`src/alu_skip_pkg.sv`:
```
// Constants, field layouts and types shared by the skip and table datapath
package alu_skip_pkg;
    // ------------------------------------------------------------------
    // Register byte offsets
    // ------------------------------------------------------------------
    localparam logic [4:0] OFS_OPER   = 5'h00;
    localparam logic [4:0] OFS_ACC    = 5'h04;
    localparam logic [4:0] OFS_STATUS = 5'h08;
    localparam logic [4:0] OFS_PC     = 5'h0C;
    localparam logic [4:0] OFS_LPTR   = 5'h10;
    localparam logic [4:0] OFS_LUPPER = 5'h14;
    localparam logic [4:0] OFS_MSEL   = 5'h18;
    localparam logic [4:0] OFS_MDATA  = 5'h1C;
    // ------------------------------------------------------------------
    // Field positions
    // ------------------------------------------------------------------
    localparam int OPER_OP_LSB   = 0;
    localparam int OPER_BIT_LSB  = 8;
    localparam int OPER_MSEL_LSB = 16;
    localparam int OPER_IMM_LSB  = 24;
    localparam int ST_C_BIT      = 0;
    localparam int ST_AC_BIT     = 1;
    localparam int ST_Z_BIT      = 2;
    localparam int ST_OV_BIT     = 3;
    localparam int ST_BUSY_BIT   = 8;
    localparam int ST_SKIP_BIT   = 9;
    // ------------------------------------------------------------------
    // Sizes and reset values
    // ------------------------------------------------------------------
    localparam int          MEM_DEPTH  = 16;
    localparam logic [7:0]  BYTE_RST   = 8'h00;
    localparam logic [7:0]  ALL_ONES   = 8'hFF;
    localparam logic [10:0] PC_RST     = 11'h000;
    localparam logic [10:0] PC_STEP    = 11'h001;
    localparam logic [2:0]  LAST_PAGE  = 3'h7;
    localparam logic [5:0]  UPPER_RST  = 6'h00;
    localparam logic [3:0]  MSEL_RST   = 4'h0;

    typedef enum logic [4:0] {
        OP_NONE             = 5'h00, OP_ROT_RIGHT_CARRY = 5'h01,
        OP_BORROW_SUB_ACC   = 5'h02, OP_BORROW_SUB_MEM  = 5'h03,
        OP_MINUS_OPERAND    = 5'h04, OP_MINUS_TO_MEM    = 5'h05,
        OP_MINUS_IMM        = 5'h06, OP_DEC_SKIP_ZERO   = 5'h07,
        OP_DEC_SKIP_ACC     = 5'h08, OP_INC_SKIP_ZERO   = 5'h09,
        OP_INC_SKIP_ACC     = 5'h0A, OP_FILL_ONES       = 5'h0B,
        OP_SET_BIT          = 5'h0C, OP_SKIP_BIT_SET    = 5'h0D,
        OP_SKIP_ON_ZERO     = 5'h0E, OP_SKIP_BIT_ZERO   = 5'h0F,
        OP_COPY_SKIP_ZERO   = 5'h10, OP_NIBBLE_EXCHANGE = 5'h11,
        OP_NIBBLE_TO_ACC    = 5'h12, OP_LOOKUP_CURRENT  = 5'h13,
        OP_LOOKUP_LAST      = 5'h14, OP_EXCLUSIVE_OR    = 5'h15,
        OP_EXCLUSIVE_TO_MEM = 5'h16, OP_EXCLUSIVE_IMM   = 5'h17
    } op_t;

    typedef enum logic [3:0] {
        ST_IDLE  = 4'b0001,
        ST_EXEC  = 4'b0010,
        ST_DUMMY = 4'b0100,
        ST_TABLE = 4'b1000
    } state_t;
endpackage

```
`src/alu_skip_core.sv`:
```
// Accumulator datapath for rotate, subtract, skip, set, swap, table and xor operations
//
// Contract
// - Rotate right through carry into accumulator
// - Borrow subtract: acc + ~m + C, four flags
// - Subtract memory: acc + ~m + 1, four flags
// - Immediate subtract into acc, carry only
// - Skip discards prefetch, adds dummy cycle
// - Decrement to memory, skip on zero
// - Decrement into acc, skip on zero
// - Increment to memory, skip on zero
// - Increment into acc, skip on zero
// - Fill byte with ones, no flags
// - Set one bit, no flags
// - Skip when selected bit is one
// - Skip when byte or bit is zero
// - Copy to acc, skip on zero
// - Swap nibbles in memory, no flags
// - Swapped byte to acc, memory kept
// - Table read current page, split word
// - Table read last page, split word
// - Xor to acc or memory, zero only
// - Immediate xor into acc, zero only
//
// The register addresses and the Avalon-MM slave port were decided locally.
`timescale 1ns/1ps
module alu_skip_core (
    input  wire logic        ref_clk,
    input  wire logic        reset,
    input  wire logic        ce,
    input  wire logic [4:0]  address,
    input  wire logic        read,
    input  wire logic        write,
    input  wire logic [31:0] writedata,
    output logic      [31:0] readdata,
    output logic             waitrequest,
    output logic             busy,
    output logic             prog_rd,
    output logic      [10:0] prog_addr,
    input  wire logic [13:0] prog_data
);
    // ------------------------------------------------------------------
    // Helpers
    // ------------------------------------------------------------------
    // Returns {ov, ac, c, sum}
    function automatic logic [10:0] add8(input logic [7:0] a, input logic [7:0] b, input logic ci);
        logic [8:0] full;
        logic [4:0] lo;
        logic       c_in7;
        full  = {1'b0, a} + {1'b0, b} + {8'h00, ci};
        lo    = {1'b0, a[3:0]} + {1'b0, b[3:0]} + {4'h0, ci};
        c_in7 = a[7] ^ b[7] ^ full[7];
        return {c_in7 ^ full[8], lo[4], full[8], full[7:0]};
    endfunction

    function automatic logic [7:0] nib_swap(input logic [7:0] v);
        return {v[3:0], v[7:4]};
    endfunction

    // ------------------------------------------------------------------
    // State
    // ------------------------------------------------------------------
    alu_skip_pkg::state_t state_q;
    alu_skip_pkg::op_t    op_q;
    logic [2:0]           bit_q;
    logic [3:0]           msel_op_q;
    logic [7:0]           imm_q;
    logic [7:0]           acc_q;
    logic                 c_q;
    logic                 ac_q;
    logic                 z_q;
    logic                 ov_q;
    logic                 skip_q;
    logic [10:0]          pc_q;
    logic [7:0]           lptr_q;
    logic [5:0]           lupper_q;
    logic [3:0]           msel_q;
    logic [7:0]           mem_q [alu_skip_pkg::MEM_DEPTH];
    logic                 rd_done_q;
    logic [31:0]          readdata_q;
    logic [10:0]          prog_addr_q;

    logic                 idle;
    logic                 wr_acc;
    logic                 in_exec;
    logic [7:0]           m_opnd;
    logic                 m_bit;
    logic [7:0]           res;
    logic                 to_acc;
    logic                 to_mem;
    logic                 skip;
    logic                 tbl;
    logic [7:0]           alu_b;
    logic                 alu_ci;
    logic [10:0]          sum;
    logic                 c_d;
    logic                 ac_d;
    logic                 z_d;
    logic                 ov_d;

    assign idle    = (state_q == alu_skip_pkg::ST_IDLE);
    assign in_exec = ce && (state_q == alu_skip_pkg::ST_EXEC);
    assign wr_acc  = ce && write && idle;
    assign m_opnd  = mem_q[msel_op_q];
    assign m_bit   = m_opnd[bit_q];
    assign sum     = add8(acc_q, alu_b, alu_ci);

    // ------------------------------------------------------------------
    // Avalon slave
    // ------------------------------------------------------------------
    // Writes stall while an operation runs; reads answer one cycle later
    assign waitrequest = !ce || (write && !idle) || (read && !rd_done_q);
    assign readdata    = readdata_q;
    assign busy        = !idle;
    assign prog_rd     = (state_q == alu_skip_pkg::ST_TABLE);
    assign prog_addr   = prog_addr_q;

    always_ff @(posedge ref_clk) begin
        if (reset) begin
            rd_done_q  <= 1'b0;
            readdata_q <= 32'h0000_0000;
        end else if (ce) begin
            rd_done_q <= read && !rd_done_q;
            if (read && !rd_done_q) begin
                case (address)
                    alu_skip_pkg::OFS_OPER:   readdata_q <= {imm_q, 4'h0, msel_op_q, 5'h00, bit_q, 3'h0, op_q};
                    alu_skip_pkg::OFS_ACC:    readdata_q <= {24'h000000, acc_q};
                    alu_skip_pkg::OFS_STATUS: readdata_q <= {22'h000000, skip_q, busy, 4'h0, ov_q, z_q, ac_q, c_q};
                    alu_skip_pkg::OFS_PC:     readdata_q <= {21'h000000, pc_q};
                    alu_skip_pkg::OFS_LPTR:   readdata_q <= {24'h000000, lptr_q};
                    alu_skip_pkg::OFS_LUPPER: readdata_q <= {26'h0000000, lupper_q};
                    alu_skip_pkg::OFS_MSEL:   readdata_q <= {28'h0000000, msel_q};
                    alu_skip_pkg::OFS_MDATA:  readdata_q <= {24'h000000, mem_q[msel_q]};
                    default:                  readdata_q <= 32'h0000_0000;
                endcase
            end
        end
    end

    // ------------------------------------------------------------------
    // Operation latch and sequencer
    // ------------------------------------------------------------------
    always_ff @(posedge ref_clk) begin
        if (reset) begin
            op_q      <= alu_skip_pkg::OP_NONE;
            bit_q     <= 3'h0;
            msel_op_q <= alu_skip_pkg::MSEL_RST;
            imm_q     <= alu_skip_pkg::BYTE_RST;
        end else if (wr_acc && address == alu_skip_pkg::OFS_OPER) begin
            op_q      <= alu_skip_pkg::op_t'(writedata[alu_skip_pkg::OPER_OP_LSB +: 5]);
            bit_q     <= writedata[alu_skip_pkg::OPER_BIT_LSB +: 3];
            msel_op_q <= writedata[alu_skip_pkg::OPER_MSEL_LSB +: 4];
            imm_q     <= writedata[alu_skip_pkg::OPER_IMM_LSB +: 8];
        end
    end

    always_ff @(posedge ref_clk) begin
        if (reset) begin
            state_q <= alu_skip_pkg::ST_IDLE;
        end else if (ce) begin
            case (state_q)
                alu_skip_pkg::ST_IDLE: begin
                    if (wr_acc && address == alu_skip_pkg::OFS_OPER) begin
                        state_q <= alu_skip_pkg::ST_EXEC;
                    end
                end
                alu_skip_pkg::ST_EXEC: begin
                    if (skip) begin
                        state_q <= alu_skip_pkg::ST_DUMMY;
                    end else if (tbl) begin
                        state_q <= alu_skip_pkg::ST_TABLE;
                    end else begin
                        state_q <= alu_skip_pkg::ST_IDLE;
                    end
                end
                alu_skip_pkg::ST_DUMMY: state_q <= alu_skip_pkg::ST_IDLE;
                alu_skip_pkg::ST_TABLE: state_q <= alu_skip_pkg::ST_IDLE;
                default:                state_q <= alu_skip_pkg::ST_IDLE;
            endcase
        end
    end

    // ------------------------------------------------------------------
    // Execute decode
    // ------------------------------------------------------------------
    always_comb begin
        res    = acc_q;
        to_acc = 1'b0;
        to_mem = 1'b0;
        skip   = 1'b0;
        tbl    = 1'b0;
        alu_b  = ~m_opnd;
        alu_ci = 1'b1;
        c_d    = c_q;
        ac_d   = ac_q;
        z_d    = z_q;
        ov_d   = ov_q;
        case (op_q)
            alu_skip_pkg::OP_ROT_RIGHT_CARRY: begin
                res    = {c_q, m_opnd[7:1]};
                to_acc = 1'b1;
                c_d    = m_opnd[0];
            end
            alu_skip_pkg::OP_BORROW_SUB_ACC, alu_skip_pkg::OP_BORROW_SUB_MEM,
            alu_skip_pkg::OP_MINUS_OPERAND, alu_skip_pkg::OP_MINUS_TO_MEM: begin
                alu_ci = (op_q == alu_skip_pkg::OP_BORROW_SUB_ACC ||
                          op_q == alu_skip_pkg::OP_BORROW_SUB_MEM) ? c_q : 1'b1;
                res    = sum[7:0];
                to_acc = (op_q == alu_skip_pkg::OP_BORROW_SUB_ACC || op_q == alu_skip_pkg::OP_MINUS_OPERAND);
                to_mem = !to_acc;
                c_d    = sum[8];
                ac_d   = sum[9];
                ov_d   = sum[10];
                z_d    = (sum[7:0] == alu_skip_pkg::BYTE_RST);
            end
            alu_skip_pkg::OP_MINUS_IMM: begin
                alu_b  = ~imm_q;
                res    = sum[7:0];
                to_acc = 1'b1;
                c_d    = sum[8];
            end
            alu_skip_pkg::OP_DEC_SKIP_ZERO, alu_skip_pkg::OP_DEC_SKIP_ACC: begin
                res    = m_opnd - 8'h01;
                to_acc = (op_q == alu_skip_pkg::OP_DEC_SKIP_ACC);
                to_mem = !to_acc;
                skip   = (res == alu_skip_pkg::BYTE_RST);
            end
            alu_skip_pkg::OP_INC_SKIP_ZERO, alu_skip_pkg::OP_INC_SKIP_ACC: begin
                res    = m_opnd + 8'h01;
                to_acc = (op_q == alu_skip_pkg::OP_INC_SKIP_ACC);
                to_mem = !to_acc;
                skip   = (res == alu_skip_pkg::BYTE_RST);
            end
            alu_skip_pkg::OP_FILL_ONES: begin
                res    = alu_skip_pkg::ALL_ONES;
                to_mem = 1'b1;
            end
            alu_skip_pkg::OP_SET_BIT: begin
                res    = m_opnd | (8'h01 << bit_q);
                to_mem = 1'b1;
            end
            alu_skip_pkg::OP_SKIP_BIT_SET:  skip = m_bit;
            alu_skip_pkg::OP_SKIP_ON_ZERO:  skip = (m_opnd == alu_skip_pkg::BYTE_RST);
            alu_skip_pkg::OP_SKIP_BIT_ZERO: skip = !m_bit;
            alu_skip_pkg::OP_COPY_SKIP_ZERO: begin
                res    = m_opnd;
                to_acc = 1'b1;
                skip   = (m_opnd == alu_skip_pkg::BYTE_RST);
            end
            alu_skip_pkg::OP_NIBBLE_EXCHANGE: begin
                res    = nib_swap(m_opnd);
                to_mem = 1'b1;
            end
            alu_skip_pkg::OP_NIBBLE_TO_ACC: begin
                res    = nib_swap(m_opnd);
                to_acc = 1'b1;
            end
            alu_skip_pkg::OP_LOOKUP_CURRENT, alu_skip_pkg::OP_LOOKUP_LAST: tbl = 1'b1;
            alu_skip_pkg::OP_EXCLUSIVE_OR, alu_skip_pkg::OP_EXCLUSIVE_TO_MEM: begin
                res    = acc_q ^ m_opnd;
                to_acc = (op_q == alu_skip_pkg::OP_EXCLUSIVE_OR);
                to_mem = !to_acc;
                z_d    = (res == alu_skip_pkg::BYTE_RST);
            end
            alu_skip_pkg::OP_EXCLUSIVE_IMM: begin
                res    = acc_q ^ imm_q;
                to_acc = 1'b1;
                z_d    = (res == alu_skip_pkg::BYTE_RST);
            end
            default: res = acc_q;
        endcase
    end

    // ------------------------------------------------------------------
    // Accumulator and flags
    // ------------------------------------------------------------------
    always_ff @(posedge ref_clk) begin
        if (reset) begin
            acc_q <= alu_skip_pkg::BYTE_RST;
        end else if (in_exec && to_acc) begin
            acc_q <= res;
        end else if (wr_acc && address == alu_skip_pkg::OFS_ACC) begin
            acc_q <= writedata[7:0];
        end
    end

    always_ff @(posedge ref_clk) begin
        if (reset) begin
            c_q  <= 1'b0;
            ac_q <= 1'b0;
            z_q  <= 1'b0;
            ov_q <= 1'b0;
        end else if (in_exec) begin
            c_q  <= c_d;
            ac_q <= ac_d;
            z_q  <= z_d;
            ov_q <= ov_d;
        end else if (wr_acc && address == alu_skip_pkg::OFS_STATUS) begin
            c_q  <= writedata[alu_skip_pkg::ST_C_BIT];
            ac_q <= writedata[alu_skip_pkg::ST_AC_BIT];
            z_q  <= writedata[alu_skip_pkg::ST_Z_BIT];
            ov_q <= writedata[alu_skip_pkg::ST_OV_BIT];
        end
    end

    always_ff @(posedge ref_clk) begin
        if (reset) begin
            skip_q <= 1'b0;
        end else if (in_exec) begin
            skip_q <= skip;
        end
    end

    // ------------------------------------------------------------------
    // Program counter and table access
    // ------------------------------------------------------------------
    always_ff @(posedge ref_clk) begin
        if (reset) begin
            pc_q <= alu_skip_pkg::PC_RST;
        end else if (ce && (in_exec || state_q == alu_skip_pkg::ST_DUMMY)) begin
            pc_q <= pc_q + alu_skip_pkg::PC_STEP;
        end else if (wr_acc && address == alu_skip_pkg::OFS_PC) begin
            pc_q <= writedata[10:0];
        end
    end

    always_ff @(posedge ref_clk) begin
        if (reset) begin
            prog_addr_q <= alu_skip_pkg::PC_RST;
        end else if (in_exec && tbl) begin
            prog_addr_q <= {(op_q == alu_skip_pkg::OP_LOOKUP_LAST) ? alu_skip_pkg::LAST_PAGE : pc_q[10:8], lptr_q};
        end
    end

    always_ff @(posedge ref_clk) begin
        if (reset) begin
            lptr_q   <= alu_skip_pkg::BYTE_RST;
            lupper_q <= alu_skip_pkg::UPPER_RST;
            msel_q   <= alu_skip_pkg::MSEL_RST;
        end else if (ce) begin
            if (prog_rd) begin
                lupper_q <= prog_data[13:8];
            end
            if (wr_acc && address == alu_skip_pkg::OFS_LPTR) begin
                lptr_q <= writedata[7:0];
            end
            if (wr_acc && address == alu_skip_pkg::OFS_MSEL) begin
                msel_q <= writedata[3:0];
            end
        end
    end

    // ------------------------------------------------------------------
    // Data memory
    // ------------------------------------------------------------------
    always_ff @(posedge ref_clk) begin
        if (reset) begin
            for (int i = 0; i < alu_skip_pkg::MEM_DEPTH; i++) begin
                mem_q[i] <= alu_skip_pkg::BYTE_RST;
            end
        end else if (in_exec && to_mem) begin
            mem_q[msel_op_q] <= res;
        end else if (ce && prog_rd) begin
            mem_q[msel_op_q] <= prog_data[7:0];
        end else if (wr_acc && address == alu_skip_pkg::OFS_MDATA) begin
            mem_q[msel_q] <= writedata[7:0];
        end
    end
endmodule // alu_skip_core

```
`config.mk`:
```
export PLATFORM = sky130hd
export DESIGN_NAME = alu_skip_core
export DESIGN_NICKNAME = d
export VERILOG_FILES = /design/src/alu_skip_pkg.sv /design/src/alu_skip_core.sv
export SDC_FILE = /design/constraint.sdc
export NUM_CORES = 1
export LEC_CHECK = 0
export BUFFER_PORTS_ARGS = -buffer_cell sky130_fd_sc_hd__buf_2
export CAP_MARGIN = 20
export CORE_MARGIN = 3
export CORE_UTILIZATION = 35
export DETAILED_ROUTE_END_ITERATION = 10
export SLEW_MARGIN = 5
export SYNTH_ARGS = -nofsm -noshare
export SYNTH_HDL_FRONTEND = slang
export SYNTH_SLANG_ARGS = --single-unit
```
`constraint.sdc`:
```
create_clock -name ref_clk -period 5.5 [get_ports ref_clk]
set_input_delay 0.275 -clock ref_clk [delete_from_list [all_inputs] [get_ports ref_clk]]
set_output_delay 0.275 -clock ref_clk [all_outputs]
set_load 0.02 [all_outputs]
```
# Yosys cells after proc, flatten, opt, wreduce, memory -nomap -nowiden
# Memories as Yosys holds them, arrays and structs flattened. A register that Yosys moved wholly into a read port is not among the register bits.
# Cells that the tools add are included.
[op_classes] n_lt_le_gt_ge=1 n_bitwise=9 n_reduce_logical=60 add_sub_neg=7 n_shift=1 n_mux=57 eq_ne=38
[op_table] cell="$pmux W32 S8" count=1
[op_table] cell="$pmux W8 S10" count=1
[op_table] cell="$eq A5 B5 Y1 const B" count=12
[op_table] cell="$eq A5 B4 Y1 const B" count=10
[op_table] cell="$logic_not A8 Y1" count=6
[op_table] cell="$mux W8" count=6
[op_table] cell="$mux W4" count=9
[op_table] cell="$mux W1" count=30
[op_table] cell="$eq A5 B3 Y1 const B" count=5
[op_table] cell="$mux W11" count=2
[op_table] cell="$logic_and A1 B1 Y1" count=17
[op_table] cell="$not A8 Y8" count=2
[op_table] cell="$reduce_and A2 Y1" count=8
[op_table] cell="$reduce_or A8 Y1" count=2
[op_table] cell="$xor A8 B8 Y8" count=2
[op_table] cell="$pmux W1 S5" count=3
[op_table] cell="$reduce_or A2 Y1" count=6
[op_table] cell="$add A11 B1 Y11 const B" count=1
[op_table] cell="$eq A5 B2 Y1 const B" count=2
[op_table] cell="$reduce_or A5 Y1" count=2
[op_table] cell="$add A8 B8 Y9" count=1
[op_table] cell="$add A9 B1 Y9" count=1
[op_table] cell="$add A8 B1 Y8 const B" count=1
[op_table] cell="$logic_not A1 Y1" count=8
[op_table] cell="26 further kinds" count=35
[totals] memories=1 ff_bits=110 ram_bits=128 inputBits=56
[memory_table] name="mem_q" depth=16 width=8 read_ports=2 rd_ports_with_merged_regs=2 wr=16 line_no="alu_skip_core.sv:78" rtl="logic [7:0] mem_q [alu_skip_pkg::MEM_DEPTH];"

# Depth between registers and ports, before layout
[depth] depth_word=12 ltp_mapped=19 mapped_depth_nobuf=15

# Worst setup path after synthesis
# No wires, ideal clock.
[synth_timing] path_kind="reg2reg" from="register op_q[1]" to="memory mem_q[0][4], data pin" slack_ps=887 arrival_time_ps=4346 stages_incl_launch_ff=19 n_path_buf=5 setup_ps=267 period_less_slack_ps=4613 path_cell_list="dfxtp_1 > clkbuf_1 > buf_2 > clkbuf_1 > and4b_1 > clkbuf_1 > mux2i_1 > fa_1 > fa_1 > a21o_1 > a21oi_1 > xnor2_1 > a211oi_1 > o21ai_0 > a211oi_1 > a41oi_1 > a21oi_1 > buf_2 > nor3_1"
[synth_rtl] item="start, declared" line_no="alu_skip_core.sv:64" rtl="alu_skip_pkg::op_t op_q;"
[synth_rtl] item="start signal, assigned" line_no="alu_skip_core.sv:145" rtl="op_q <= alu_skip_pkg::OP_NONE;"
[synth_rtl] item="start signal, assigned" line_no="alu_skip_core.sv:150" rtl="op_q <= alu_skip_pkg::op_t'(writedata[alu_skip_pkg::OPER_OP_LSB +: 5]);"
[synth_rtl] item="end, declared" line_no="alu_skip_core.sv:78"

==> flow_summary.json <==
{
  "insertedDiodeCount": 0,
  "grt.overflow.total": 0,
  "vias_per_cell": 5.914,
  "avgSynthCellArea_sq_um": 10.24,
  "max_cap_viol_count": 0,
  "endpoint_kind": "register",
  "final_common_cell": "nor2_1",
  "tns_ps": 0,
  "dp.cells": 1914,
  "leakagePower_nw": 5.529,
  "clk_pin_slew_ps": 60,
  "relSlewSlack": 0.2553,
  "final_hold_viol_count": 0,
  "irDropWorstVdd_uv": 237.1,
  "num_rows": 72,
  "cts_resized": 0,
  "synth_top_flop_cell": "edfxtp_1",
  "p_per_area_nw_per_um2": 252.5,
  "die_h_microns": 205.9,
  "wl_per_cell_microns": 23.33,
  "combPwrFrac": 0.068,
  "cp_slowest_stage_delay_ps": 640,
  "drc": 0,
  "setup_violations": 0,
  "worstSetupPathType": "register to register",
  "fin_skew_ps": 9.024,
  "portBuffers": 83,
  "seq_power_share": 0.474,
  "first_iter_violations": 1500,
  "swShare": 0.2316,
  "drive_gt1_frac": 0.2155,
  "timing.final.ws_setup_ps": 611.7,
  "ctsLongestPathBuffers": 3,
  "rsz0062_at_grt": "no",
  "min_period_ps": 4888,
  "fp.dieW_microns": 205.9,
  "ant_nets": 0,
  "synthAdderAreaFrac": 0.01270,
  "grt_pass1_vias": 11150,
  "synth_compound_area_frac": 0.1287,
  "p_int_mw": 3.107,
  "die_area_sq_um": 42390,
  "ys_seq_area_frac": 0.4309,
  "yosys.area_share.simple": 0.1999,
  "synth_top_family_by_area": "simple AND/OR/NAND/NOR gates",
  "crit_path_cell_trace": "mux4_2, mux2i_4, mux2i_2, mux2i_1, fa_1, fa_1, a21o_1, a21oi_1, xnor2_1, a211oi_1, o21ai_0, a211oi_1, a41oi_1, a21oi_1, buf_4, nor3_1",
  "syn2layout_area_growth_pct": 14.53,
  "p_switching_mw": 0.9365,
  "critPathRequiredTime_ps": 5780,
  "ys_warn_count": 0,
  "start_util": 0.3577,
  "final_area_sq_um": 16020,
  "yosysUniqueCellTypes": 93,
  "htreeDepth": 1,
  "timing.final.crit_share": 0.8888,
  "firstDrtPassIters": 8,
  "gp_congestion": 0.9071,
  "cts_tree": "done",
  "synth-xor-area-share": 0.02183,
  "final_cell_mix": "nor2_1, edfxtp_1, nand2_1",
  "slew_viol_final": 0,
  "hold_path.class": "input pin to register",
  "finalWirelength_mm": 46.19,
  "dpl-instance-area_sq_um": 14920,
  "yosys-mux-area-fraction": 0.1632,
  "antenna_found_initial": 0,
  "cts_buffers": 26,
  "numClockSinks": 237,
  "pin_count": 102,
  "cts_hold_buf": 18,
  "worst_ep_arrival_time_ps": 5170,
  "grt_pass1_wl_mm": 68.92,
  "worstMarginPinSlew_ps": 1116,
  "clkPwrFrac": 0.457,
  "cpMaxStageDelayCell": "dfxtp_1",
  "finish.utilization": 0.4097,
  "max_freq_ghz": 0.2046,
  "final_nets": 1511,
  "ys_seq_elements": 237,
  "crit_fanout": 16,
  "syn_inst": 1366,
  "grt_usage": 0.2131,
  "clock_latency_ps": 540,
  "critPathLaunchType": "register",
  "synthArstFlopShare": 0,
  "coreArea_sq_um": 39100,
  "cts-root-buf": "clkbuf_16",
  "synth_area_sq_um": 13980,
  "via_count": 11710,
  "hpwl_mm": 33.34,
  "synth_edf_count": 128,
  "cts_setup_buffers": 0,
  "grt_max_degree": 73,
  "place_ws_ps": 642.5,
  "status": "finished, final reports clean",
  "finalNonFillerCells": 1980
}
[cells in the mapped netlist, drive strengths merged (4+ instances only)]
master     n  share of area
a22o       5         0.0031
o211ai     5         0.0027
o22ai      5         0.0031
a22oi     20          0.011
a221oi    16          0.011
nand3b    17         0.0091
o2111ai    4         0.0025
nand2    134          0.037
o21bai     4         0.0021
a21oi     92          0.034
dfxtp    109           0.16
edfxtp   128           0.27
nor3      77          0.032
or4        5         0.0027
a21o       7         0.0038
mux4      72           0.12
nor3b      5         0.0027
or2        7         0.0031
and3      15         0.0067
nor4      10         0.0045
a211oi    21          0.012
xor2       8         0.0050
mux2i     57          0.044
o21a       4         0.0021
buf       50          0.024
nand4      8         0.0068
clkbuf    57          0.015
nand3     30          0.011
or3        5         0.0022
a31oi     12         0.0058
xnor2     26          0.017
mux2       4         0.0032
a2111oi    5         0.0045
nor2b      4         0.0018
ha        11         0.0098
nand2b    28          0.013
and2       4         0.0018
inv       11         0.0030
a222oi     5         0.0036
nor2     212          0.058
o21ai     26         0.0093
[layer usage]
metal	routed length [microns]	track usage	up-vias
met2	20330	0.3190	547
met5	0	0	-
met4	1972	0.08412	0
met3	3927	0.03544	111
li1	-	-	5257
met1	19960	0.3084	5795
[area by class of cell]
type / instances / area [sq um]
clock buffers: 37 / 804.5
repair buffers: 147 / 943.4
well taps: 518 / 648.1
multi-input cells: 1018 / 7433
flip-flops and latches: 237 / 6028
fillers: 3845 / 23080
inverters: 12 / 45.04
clock inverters: 11 / 113.9
[power by group through the flow]
stage               sequential (mW)  clock, mW  combinational, mW
global route                   1.92       1.94              0.292
global placement               1.95          0              0.259
floorplan                      1.94          0              0.170
finish                         1.92       1.85              0.276
CTS                            1.92       1.87              0.272
detailed placement             1.96          0              0.260
[critical path: cells and delay by family, from the launching register on]
family,cells,cell delay [ps]
AOI/OAI and AO/OA,7,1610
muxes,4,990
adders and majority gates,2,870
DFF,1,640
buffers and inverters,1,270
xor gates and xnor gates,1,140
and+or+nand+nor,1,80
[flip-flops by register name (all words and copies together) (netlist names), 3 cells and up, named ones only]
name	count
lupper_q	6
prog_addr	11
pc_q	11
mem_q	128
readdata	23
state_q	4
acc_q	8
msel_op_q	4
op_q	5
lptr_q	8
bit_q	3
imm_q	8
msel_q	4
[through the flow]
step	hold WS [ps]	power (mW)
CTS	0.9146	4.060
global placement	443.3	2.212
detailed placement	449.8	2.216
global route	17.05	4.153
floorplan	411.0	2.114
finish	13.70	4.044
[kinds of logic after synthesis]
| family | count (synthesis) |
|---|---|
| multiplexers | 133 |
| buffers and inverters | 119 |
| adder cells (fa/ha/maj) | 13 |
| flip-flops | 237 |
| AND/OR/NAND/NOR | 573 |
| AO/OA/AOI/OAI | 256 |
| other | 1 |
| XOR/XNOR | 34 |
[path summary, 6_finish.rpt]
path,from,endpoint,slack (ps),cells past startpoint
min,prog_data[9],lupper_q[1],10,3
max,register,mem_q[14][4],610,16
min reg2reg,lupper_q[1],lupper_q[1],460,2
max reg2reg,register,mem_q[14][4],610,16
Note: power is estimated with default switching activity, not from simulation.
